### src/hw/bit_timer_pkg.sv
// Constants shared by the bit timer design
package bit_timer_pkg;
    localparam logic [7:0] ADDR_PERIOD_COUNT_LOW = 8'h20;
    localparam logic [7:0] ADDR_CONTROL_STATUS = 8'h21;
    localparam logic [7:0] PERIOD_COUNT_LOW_RESET = 8'h00;
    localparam logic [7:0] CONTROL_STATUS_RESET = 8'h00;
    localparam int CNT_W = 10;
    localparam int BIT_PERIOD_HI_MSB = 7;
    localparam int BIT_PERIOD_HI_LSB = 6;
    localparam int BIT_MODE_MSB = 5;
    localparam int BIT_MODE_LSB = 4;
    localparam int BIT_IRQ_EN = 3;
    localparam int BIT_DONE_FLAG = 2;
    localparam int BIT_DATA = 1;
    localparam int BIT_EMPTY_FLAG = 0;
    localparam logic [1:0] MODE_OFF = 2'h0;
    localparam logic [1:0] MODE_TX_UNKEYED = 2'h1;
    localparam logic [1:0] MODE_RX = 2'h2;
    localparam logic [1:0] MODE_TX_KEYED = 2'h3;
    localparam logic [CNT_W-1:0] CNT_ZERO = 10'h000;
    localparam logic [CNT_W-1:0] CNT_ONE = 10'h001;
    localparam logic [CNT_W-1:0] CNT_MAX = 10'h3ff;
    localparam logic [7:0] VECTOR_DONE_EDGE = 8'h02;
    localparam logic [7:0] VECTOR_EMPTY_OVF = 8'h04;
    localparam int BUF_DEPTH = 2;
endpackage : bit_timer_pkg

### src/hw/bit_timer_mark_space.sv
// Bit timer: timed marks/spaces for the transmitter, edge timestamps on receive
// Contract
// - The period count is ten bits, low eight from the count register, top two from control bits 7:6.
// - Each mark or space lasts period count plus one clock cycles.
// - Control bits 5:4 pick disabled, transmit unkeyed, receive, or transmit keyed.
// - With control bit 3 set, each flag raises its own interrupt request when it sets.
// - The empty/overflow interrupt vectors to 0x04 and the done/edge interrupt to 0x02.
// - In transmit, the done flag sets when the buffer is empty and the counter reaches zero.
// - In receive, the done/edge flag sets on each edge of the edge input pin.
// - Reading the control register clears bits 2 and 0, which software cannot write.
// - In transmit, control bit 1 is a one-bit buffer; taking it sets the empty flag.
// - In receive, control bit 1 reads 1 after a rising edge and 0 after a falling edge.
// - In receive, the period count holds cycles since the previous edge unless overflowed.
// - In receive, the empty/overflow flag sets when the edge counter overflows.
// - The clock is the crystal divided by 16, 32, 64 or 128, chosen outside this block.
`timescale 1ns/100ps
module bit_timer_mark_space (
    input wire logic clk, // divided system clock supplied from outside
    input wire logic reset,
    input wire logic [7:0] ioAddr,
    input wire logic ioWrite,
    input wire logic ioRead,
    input wire logic [7:0] ioWrData,
    output logic [7:0] ioRdData,
    input wire logic edge_input_pin,
    input wire logic txReady,
    output logic txLevel,
    output logic txKey,
    output logic done_or_edge_irq,
    output logic buffer_empty_irq,
    output logic [7:0] irqVector
);
    typedef struct packed {
        logic [7:0] periodLow;
        logic [1:0] periodHi;
        logic [1:0] mode;
        logic irqEn;
        logic doneFlag;
        logic dataBit;
        logic bufFull;
        logic emptyFlag;
        logic [9:0] counter;
        logic level;
        logic pinPrev;
        logic ovfSeen;
        logic [7:0] rdData;
        logic irqDone;
        logic irqEmpty;
        logic [7:0] vector;
        logic txLevel;
        logic txKey;
    } timer_state_t;
    timer_state_t st_q, st_d;

    logic [9:0] periodCount;
    logic isTx, isRx, expire, rdCtl, bufInReady, bufOutValid, bufOutData;
    logic pushLevel;

    assign periodCount = {st_q.periodHi, st_q.periodLow};
    assign isTx = (st_q.mode == bit_timer_pkg::MODE_TX_UNKEYED) ||
        (st_q.mode == bit_timer_pkg::MODE_TX_KEYED);
    assign isRx = (st_q.mode == bit_timer_pkg::MODE_RX);
    assign expire = isTx && (st_q.counter == bit_timer_pkg::CNT_ZERO) && bufInReady;
    assign rdCtl = ioRead && (ioAddr == bit_timer_pkg::ADDR_CONTROL_STATUS);
    assign pushLevel = expire;

    mark_buffer u_buf (
        .clk(clk),
        .reset(reset),
        .inValid(pushLevel),
        .inData(st_q.bufFull ? st_q.dataBit : st_q.level),
        .inReady(bufInReady),
        .outValid(bufOutValid),
        .outData(bufOutData),
        .outReady(txReady)
    );

    always_comb begin
        st_d = st_q;
        st_d.irqDone = 1'b0;
        st_d.irqEmpty = 1'b0;
        st_d.pinPrev = edge_input_pin;
        // Reads clear flags first so a same-cycle event still sets them
        if (rdCtl) begin
            st_d.doneFlag = 1'b0;
            st_d.emptyFlag = 1'b0;
        end
        if (ioWrite) begin
            if (ioAddr == bit_timer_pkg::ADDR_PERIOD_COUNT_LOW) begin
                st_d.periodLow = ioWrData;
            end else if (ioAddr == bit_timer_pkg::ADDR_CONTROL_STATUS) begin
                st_d.periodHi = ioWrData[bit_timer_pkg::BIT_PERIOD_HI_MSB:
                    bit_timer_pkg::BIT_PERIOD_HI_LSB];
                st_d.mode = ioWrData[bit_timer_pkg::BIT_MODE_MSB:bit_timer_pkg::BIT_MODE_LSB];
                st_d.irqEn = ioWrData[bit_timer_pkg::BIT_IRQ_EN];
                st_d.dataBit = ioWrData[bit_timer_pkg::BIT_DATA];
                st_d.bufFull = 1'b1;
                st_d.counter = bit_timer_pkg::CNT_ZERO;
            end
        end
        if (isTx) begin
            if (st_q.counter != bit_timer_pkg::CNT_ZERO) begin
                st_d.counter = st_q.counter - bit_timer_pkg::CNT_ONE;
            end else if (expire) begin
                st_d.counter = periodCount;
                if (st_q.bufFull) begin
                    st_d.level = st_q.dataBit;
                    st_d.bufFull = 1'b0;
                    st_d.emptyFlag = 1'b1;
                    st_d.irqEmpty = st_q.irqEn;
                end else begin
                    st_d.doneFlag = 1'b1;
                    st_d.irqDone = st_q.irqEn;
                end
            end
        end else if (isRx) begin
            if (edge_input_pin != st_q.pinPrev) begin
                st_d.periodHi = st_q.counter[9:8];
                st_d.periodLow = st_q.counter[7:0];
                st_d.dataBit = edge_input_pin;
                st_d.counter = bit_timer_pkg::CNT_ONE;
                st_d.doneFlag = 1'b1;
                st_d.irqDone = st_q.irqEn;
            end else if (st_q.counter == bit_timer_pkg::CNT_MAX) begin
                st_d.counter = bit_timer_pkg::CNT_ZERO;
                st_d.emptyFlag = 1'b1;
                st_d.irqEmpty = st_q.irqEn;
            end else begin
                st_d.counter = st_q.counter + bit_timer_pkg::CNT_ONE;
            end
        end else begin
            st_d.counter = bit_timer_pkg::CNT_ZERO;
        end
        if (rdCtl) begin
            st_d.rdData = {st_q.periodHi, st_q.mode, st_q.irqEn, st_q.doneFlag,
                st_q.dataBit, st_q.emptyFlag};
        end else if (ioRead && ioAddr == bit_timer_pkg::ADDR_PERIOD_COUNT_LOW) begin
            st_d.rdData = st_q.periodLow;
        end else begin
            st_d.rdData = 8'h00;
        end
        if (st_d.irqEmpty) begin
            st_d.vector = bit_timer_pkg::VECTOR_EMPTY_OVF;
        end else if (st_d.irqDone) begin
            st_d.vector = bit_timer_pkg::VECTOR_DONE_EDGE;
        end
        st_d.txLevel = bufOutValid ? bufOutData : st_q.txLevel;
        st_d.txKey = (st_q.mode == bit_timer_pkg::MODE_TX_KEYED);
    end

    always_ff @(posedge clk or posedge reset) begin
        if (reset) begin
            st_q <= '0;
        end else begin
            st_q <= st_d;
        end
    end

    assign ioRdData = st_q.rdData;
    assign txLevel = st_q.txLevel;
    assign txKey = st_q.txKey;
    assign done_or_edge_irq = st_q.irqDone;
    assign buffer_empty_irq = st_q.irqEmpty;
    assign irqVector = st_q.vector;

    chk_done_irq_gate: assert property (@(posedge clk) disable iff (reset)
        done_or_edge_irq |-> $past(st_q.irqEn)) else $error("done irq without enable");
    chk_vector_empty: assert property (@(posedge clk) disable iff (reset)
        buffer_empty_irq |-> irqVector == bit_timer_pkg::VECTOR_EMPTY_OVF)
        else $error("wrong empty vector");
    chk_read_clears: assert property (@(posedge clk) disable iff (reset)
        rdCtl && !isRx && !isTx |=> !st_q.doneFlag && !st_q.emptyFlag)
        else $error("flags not cleared by read");
    chk_rx_edge_flag: assert property (@(posedge clk) disable iff (reset)
        isRx && !ioWrite && edge_input_pin != st_q.pinPrev |=> st_q.doneFlag)
        else $error("edge missed");
    chk_rx_polarity: assert property (@(posedge clk) disable iff (reset)
        isRx && !ioWrite && $rose(edge_input_pin) |=> st_q.dataBit)
        else $error("edge polarity wrong");
    chk_tx_reload: assert property (@(posedge clk) disable iff (reset)
        expire && !ioWrite |=> st_q.counter == $past(periodCount))
        else $error("counter not reloaded");
    chk_tx_key: assert property (@(posedge clk) disable iff (reset)
        st_q.mode == bit_timer_pkg::MODE_TX_KEYED && !ioWrite |=> txKey)
        else $error("key not asserted");
    chk_rx_overflow: assert property (@(posedge clk) disable iff (reset)
        isRx && !ioWrite && st_q.counter == bit_timer_pkg::CNT_MAX &&
        edge_input_pin == st_q.pinPrev
        |=> st_q.emptyFlag) else $error("overflow flag missed");
endmodule // bit_timer_mark_space

### src/hw/mark_buffer.sv
// Two-entry valid/ready buffer for timed mark/space levels
`timescale 1ns/100ps
module mark_buffer (
    input wire logic clk,
    input wire logic reset,
    input wire logic inValid,
    input wire logic inData,
    output logic inReady,
    output logic outValid,
    output logic outData,
    input wire logic outReady
);
    typedef struct packed {
        logic [1:0] data;
        logic [1:0] count;
    } buf_state_t;
    buf_state_t st_q, st_d;
    logic push, pop;

    assign inReady = (st_q.count != 2'(bit_timer_pkg::BUF_DEPTH));
    assign outValid = (st_q.count != 2'h0);
    assign outData = st_q.data[0];

    always_comb begin
        st_d = st_q;
        push = inValid && inReady;
        pop = outValid && outReady;
        if (pop) begin
            st_d.data = {1'b0, st_q.data[1]};
            st_d.count = st_q.count - 2'h1;
        end
        if (push) begin
            st_d.data[st_d.count[0]] = inData;
            st_d.count = st_d.count + 2'h1;
        end
    end

    always_ff @(posedge clk or posedge reset) begin
        if (reset) begin
            st_q <= '0;
        end else begin
            st_q <= st_d;
        end
    end
endmodule // mark_buffer
### config.mk
export PLATFORM = sky130hd
export DESIGN_NAME = bit_timer_mark_space
export DESIGN_NICKNAME = d
export VERILOG_FILES = /design/src/hw/bit_timer_pkg.sv /design/src/hw/bit_timer_mark_space.sv /design/src/hw/mark_buffer.sv
export SDC_FILE = /design/constraint.sdc
export NUM_CORES = 1
export LEC_CHECK = 0
export ABC_AREA = 1
export BUFFER_PORTS_ARGS = -buffer_cell sky130_fd_sc_hd__buf_4
export CORE_ASPECT_RATIO = 0.75
export CORE_UTILIZATION = 52
export CTS_BUF_LIST = sky130_fd_sc_hd__clkbuf_8 sky130_fd_sc_hd__clkbuf_16
export DETAILED_ROUTE_END_ITERATION = 16
export PLACE_DENSITY = 0.76
export SLEW_MARGIN = 20
export SYNTH_ARGS = -nofsm -noshare
export SYNTH_HDL_FRONTEND = slang
export SYNTH_HIERARCHICAL = 1
export SYNTH_SLANG_ARGS = --single-unit
### constraint.sdc
create_clock -name clk -period 1.6 [get_ports clk]
set_clock_uncertainty 0.05 [all_clocks]
set_input_delay 0 -clock clk [delete_from_list [all_inputs] [get_ports clk]]
set_output_delay 0 -clock clk [all_outputs]
set_load 0.01 [all_outputs]
* Word level (Yosys, flattened, before mapping)
Index checks and enable logic that the tools add are counted.
Cells by class: add/subtract/negate cells 4, $lt $le $gt $ge 2, equality and inequality tests 11, muxes and demuxes 53, bitwise operators 2, reductions and logical operators 15
Operator list (count):
- 10-bit two-way mux | 10
- 8-bit two-way mux | 5
- 13-bit two-way mux | 2
- 2-bit two-way mux | 11
- 1-bit two-way mux | 18
- 8-bit by 6-bit == test with 1-bit output (second input constant) | 2
- 11-bit two-way mux | 1
- 10-bit by 1-bit adder with 10-bit output (second input constant) | 1
- 10-bit == test (second input constant) | 1
- 10-bit zero test | 1
- 5-bit two-way mux | 2
- 10-bit nonzero test | 1
- 10-bit by 1-bit subtractor with 10-bit output (second input constant) | 1
- 3-bit AND reduction | 3
- 4-bit two-way mux | 2
- 4-bit by 2-bit inequality test with 1-bit output (second input constant) | 2
- 1-bit logical AND | 7
- 2-bit == test (second input constant) | 2
- 4-bit by 1-bit inequality test with 1-bit output (second input constant) | 1
- 2-bit nonzero test | 2
- 2-bit by 1-bit adder with 2-bit output (second input constant) | 1
- 2-bit bitwise mux | 1
- 2-bit by 1-bit == test with 1-bit output (second input constant) | 1
- 1-bit by 2-bit < comparator with 1-bit output (second input constant) | 1
- 7 further kinds | 8
Storage, ports and cells: flip-flop bits (word level) 53, input bits 22, word-level logic and storage cells 106

* Logic depth before layout (Yosys ltp)
depth after elaboration 9, mapped depth 12

* Modules after synthesis
Netlist, hierarchy kept.
Modules (own cells, without submodules):
- bit_timer_mark_space | instances 1, cells an instance 357, area each 2647.5 µm²
- mark_buffer | instances 1, cells an instance 39, area each 269.0 µm²

* Worst setup path after synthesis
Ideal clock, no wire load.
path kind register -> register, from register st_q[23] in the netlist's numbering, to register u_buf/st_q[1] in the netlist's numbering, arrival time 1.579 ns, required time 1.433 ns, setup slack -0.146 ns, stages on the path, launching flop included 12, path buffers 0, period minus slack after synthesis 1.746 ns, cells stage by stage dfrtp_1 inv_2 ha_1 nand3_2 nor2_4 nand3_4 inv_4 nand2_1 clkinv_1 nand3_2 nor2_1 nor2_1
RTL lines:
- start: declaration | RTL line bit_timer_mark_space.sv:53 | timer_state_t st_q, st_d;
- start signal: assignment | RTL line bit_timer_mark_space.sv:155 | st_q <= st_d;
- end signal: assignment | RTL line mark_buffer.sv:42 | st_q <= st_d;
- end: declaration | RTL line mark_buffer.sv:17 | buf_state_t st_q, st_d;

* Worst setup path after layout
from register st_q[23] in the netlist's numbering, to register st_q, in the netlist irqVector[2]
On the way: word-level cells in the longest chain between the ends 7
RTL lines:
- 10-bit zero test | RTL line bit_timer_mark_space.sv:63 | assign expire = isTx && (st_q.counter == bit_timer_pkg::CNT_ZERO) && bufInReady;
- 1-bit logical AND (2 in series) | RTL line bit_timer_mark_space.sv:63
- 2-bit two-way mux | RTL line bit_timer_mark_space.sv:104 | end else if (expire) begin
- 2-bit two-way mux | RTL line bit_timer_mark_space.sv:102 | if (st_q.counter != bit_timer_pkg::CNT_ZERO) begin
- 2-bit two-way mux * | RTL line bit_timer_mark_space.sv:101 | if (isTx) begin
- 8-bit two-way mux or 2-bit nonzero test (tied branches)
Every way passes the cells marked *; elsewhere a longest branch is shown, timed or not. A chain may end at the register's enable or synchronous reset.

==> impl_metrics.tcl <==
set metrics [dict create \
    outcome "finished, violations left" \
    failed_checks "setup timing" \
    yosysTopAreaCell "dfrtp_1" \
    routed_wl_um 8290 \
    power_switching_w 0.00233 \
    fill_cells 406 \
    drive_above_1_share 0.298 \
    p_sw_frac 0.435 \
    pre_cts_slack_ns -0.0883 \
    crit_path_end_kind "flop" \
    die_x_um 88.5 \
    timing.max_cap.violations 0 \
    vias 2833 \
    detail_route.wl_per_cell_um 15.1 \
    num_rows 23 \
    syn2layout_area_growth_pct 31.7 \
    worstPathMaxFanout 4 \
    initial_core_util 0.542 \
    synth_ff_type "dfrtp_1" \
    critPathBufInv 1 \
    regArea_sq_um 1180 \
    clock_latency_ns 0.30 \
    grt_pass1_wl_um 13000 \
    fin_ws_ns -0.0865 \
    seq_area_frac_synth 0.403 \
    synthCells 396 \
    dieArea_sq_um 5920 \
    r2r-start "st_q[23]$_DFFE_PP0P_" \
    slowest_delay_ns 0.44 \
    grtUsageTotal 0.299 \
    synth.most_common_cell "nand2_1" \
    rsz0062_at_grt "true" \
    clk_pin_slew_ns 0.09 \
    fmax_ghz 0.593 \
    cts.sinks 47 \
    slew_viol_final 0 \
    clockRootBuffer "clkbuf_8" \
    finalHoldViolCount 0 \
    finalSetupViolCount 12 \
    dpl.hpwl_um 5980 \
    numCtsBuffers 5 \
    required_ns 1.79 \
    first_global_vias 2663 \
    async_flop_share 1.00 \
    relSlewSlack 0.627 \
    synth.distinct_cells 37 \
    drtIter0Drc 213 \
    multi_input_area_sq_um 1530 \
    synth_top_cells_by_count "nand2_1 (102), inv_1 (56), dfrtp_1 (47)" \
    setup.worst_path.start "st_q[23]$_DFFE_PP0P_" \
    clockBufferDepth 2 \
    synth_edf_count 0 \
    antenna_found_initial 0 \
    intPower_w 0.00304 \
    die-height_um 66.9 \
    period_needed_ns 1.69 \
    tightest_slew_ns 0.559 \
    core_area_sq_um 5380 \
    drt_pass1_iterations 5 \
    critPathArrivalTime_ns 1.88 \
    synth_top_area_share 0.403 \
    h-tree-depth 2 \
    path_class "reg2reg" \
    synth_area_sq_um 2920 \
    ys_ff_latch 47 \
    pwr-share-clk 0.141 \
    ir_drop_uv 906 \
    start_kind "flop" \
    path_common_cell "nand2_2" \
    p_comb_frac 0.521 \
    grt_overflow 0 \
    power.density_nw_per_um2 1400 \
    num_antenna_cells 0 \
    cts_tree "done" \
    nets 500 \
    setup-tns-final_ns -0.655 \
    p_seq_frac 0.338 \
    grt_max_degree 44 \
    ys_warn_count 6 \
    drc_errors 0 \
    portBuffers 35 \
    postRouteAntennaNets 0 \
    fin_crit_sh 1.05 \
    synth.area.top_cells "dfrtp_1 (40%), nand2_1 (13%), inv_1 (7.2%), o21ai_0 (5.8%), nand3_1 (4.8%)" \
    critical-path-top-delay-family "simple AND/OR/NAND/NOR gates" \
    p_leak_nw 2.00 \
    gp_congestion 0.939 \
    ioPinCount 42 \
    avgSynthCellArea_sq_um 7.37 \
    slowest_stage "dfrtp_2" \
    vias_per_cell 5.17 \
    hp-class "in2async" \
    path_cells "buf_6 > ha_4 > nand2_4 > nor2_4 > nand3b_1 > or2_4 > nand2_2 > nand2_2 > nand2_1" \
]
[cell usage in the layout (no fill, tap or decap), types with 4 or more instances in the layout]
master	instances
inv_1	49
nor2_1	32
nand4_1	8
a21oi_1	5
nand3_1	26
clkbuf_8	6
o22ai_1	4
nand2_2	12
conb_1	6
nand2_4	4
o21ai_0	31
dfrtp_1	46
nand2_1	92
buf_4	73
nor2_4	9
dlygate4sd3_1	12
inv_2	7
o21ai_1	6
[worst min-delay path: cells and delay by family]
family | cells | cell delay, ns
buf+inv | 3 | 0.80
[final timing paths]
check,slack (ns),cells after the start,to
min reg2reg,0.45,1,st_q[36]$_DFF_PP0_
min in group clk,0.14,6,st_q[23]$_DFFE_PP0P_
max,-0.09,9,irqVector[2]$_DFFE_PP0P_
max reg2reg,-0.09,9,irqVector[2]$_DFFE_PP0P_
min,0.09,3,u_buf/st_q[1]$_DFF_PP0_
max in group asynchronous,0.76,4,st_q[23]$_DFFE_PP0P_
[area by class of cell]
type                    count  share of cell area
flip-flops and latches     47               0.307
inverters                  61              0.0635
clock buffers               6              0.0215
repair buffers             88               0.183
well taps                  75              0.0244
clock inverters             1             0.00228
multi-input cells         270               0.399
[power by group through the flow]
stage	clock network [W]	logic [W]	registers, W
after floorplan	0	0.00144	0.00176
after global placement	0	0.00227	0.00178
after detailed placement	0	0.00229	0.00179
after CTS	0.000768	0.00239	0.00177
after global routing	0.000813	0.00306	0.00184
final	0.000756	0.00280	0.00182
[flip-flops by register name (all words and copies together) (netlist names)]
name              flops
st_q                 19
txLevel               1
done_or_edge_irq      1
buffer_empty_irq      1
u_buf/st_q            3
ioRdData              8
periodCount          10
txKey                 1
irqVector             2
u_buf/outData         1
[logic make-up after synthesis]
group,synth area share
DFF,0.403
buffers and inverters,0.135
other,0.00129
muxes,0.00386
xor gates and xnor gates,0.0120
adders and majority gates,0.0215
AOI/OAI and AO/OA,0.111
and+or+nand+nor,0.312
[through the flow]
stage | utilization | hold WS [ns] | cell area [sq um] | power, W | instances
4_1_cts | 0.677 | 0.0872 | 3640 | 0.00493 | 542
6_report | 0.714 | 0.0889 | 3840 | 0.00537 | 548
2_1_floorplan | - | -0.284 | 2960 | 0.00320 | 401
3_3_place_gp | 0.630 | -0.143 | 3390 | 0.00405 | 519
3_5_place_dp | 0.630 | -0.145 | 3390 | 0.00408 | 519
5_1_grt | 0.714 | 0.0962 | 3840 | 0.00572 | 548
[metal layers]
layer	wire, um	track usage	part of all wire	up-vias
met4	58	0.0847	0.0070	0
met3	621	0.0669	0.075	7
li1	-	-	-	1390
met5	0	0	0	-
met1	3730	0.415	0.45	1313
met2	3870	0.465	0.47	123
[what timing repair did]
action	CTS	global route
buffers inserted	4	6
hold buffers	12	0
endpoints found under the setup margin	29	30
hold endpoints to repair	65	0
gates resized for setup	8	38
pin swaps	5	12
(Power assumes the default switching activity.)
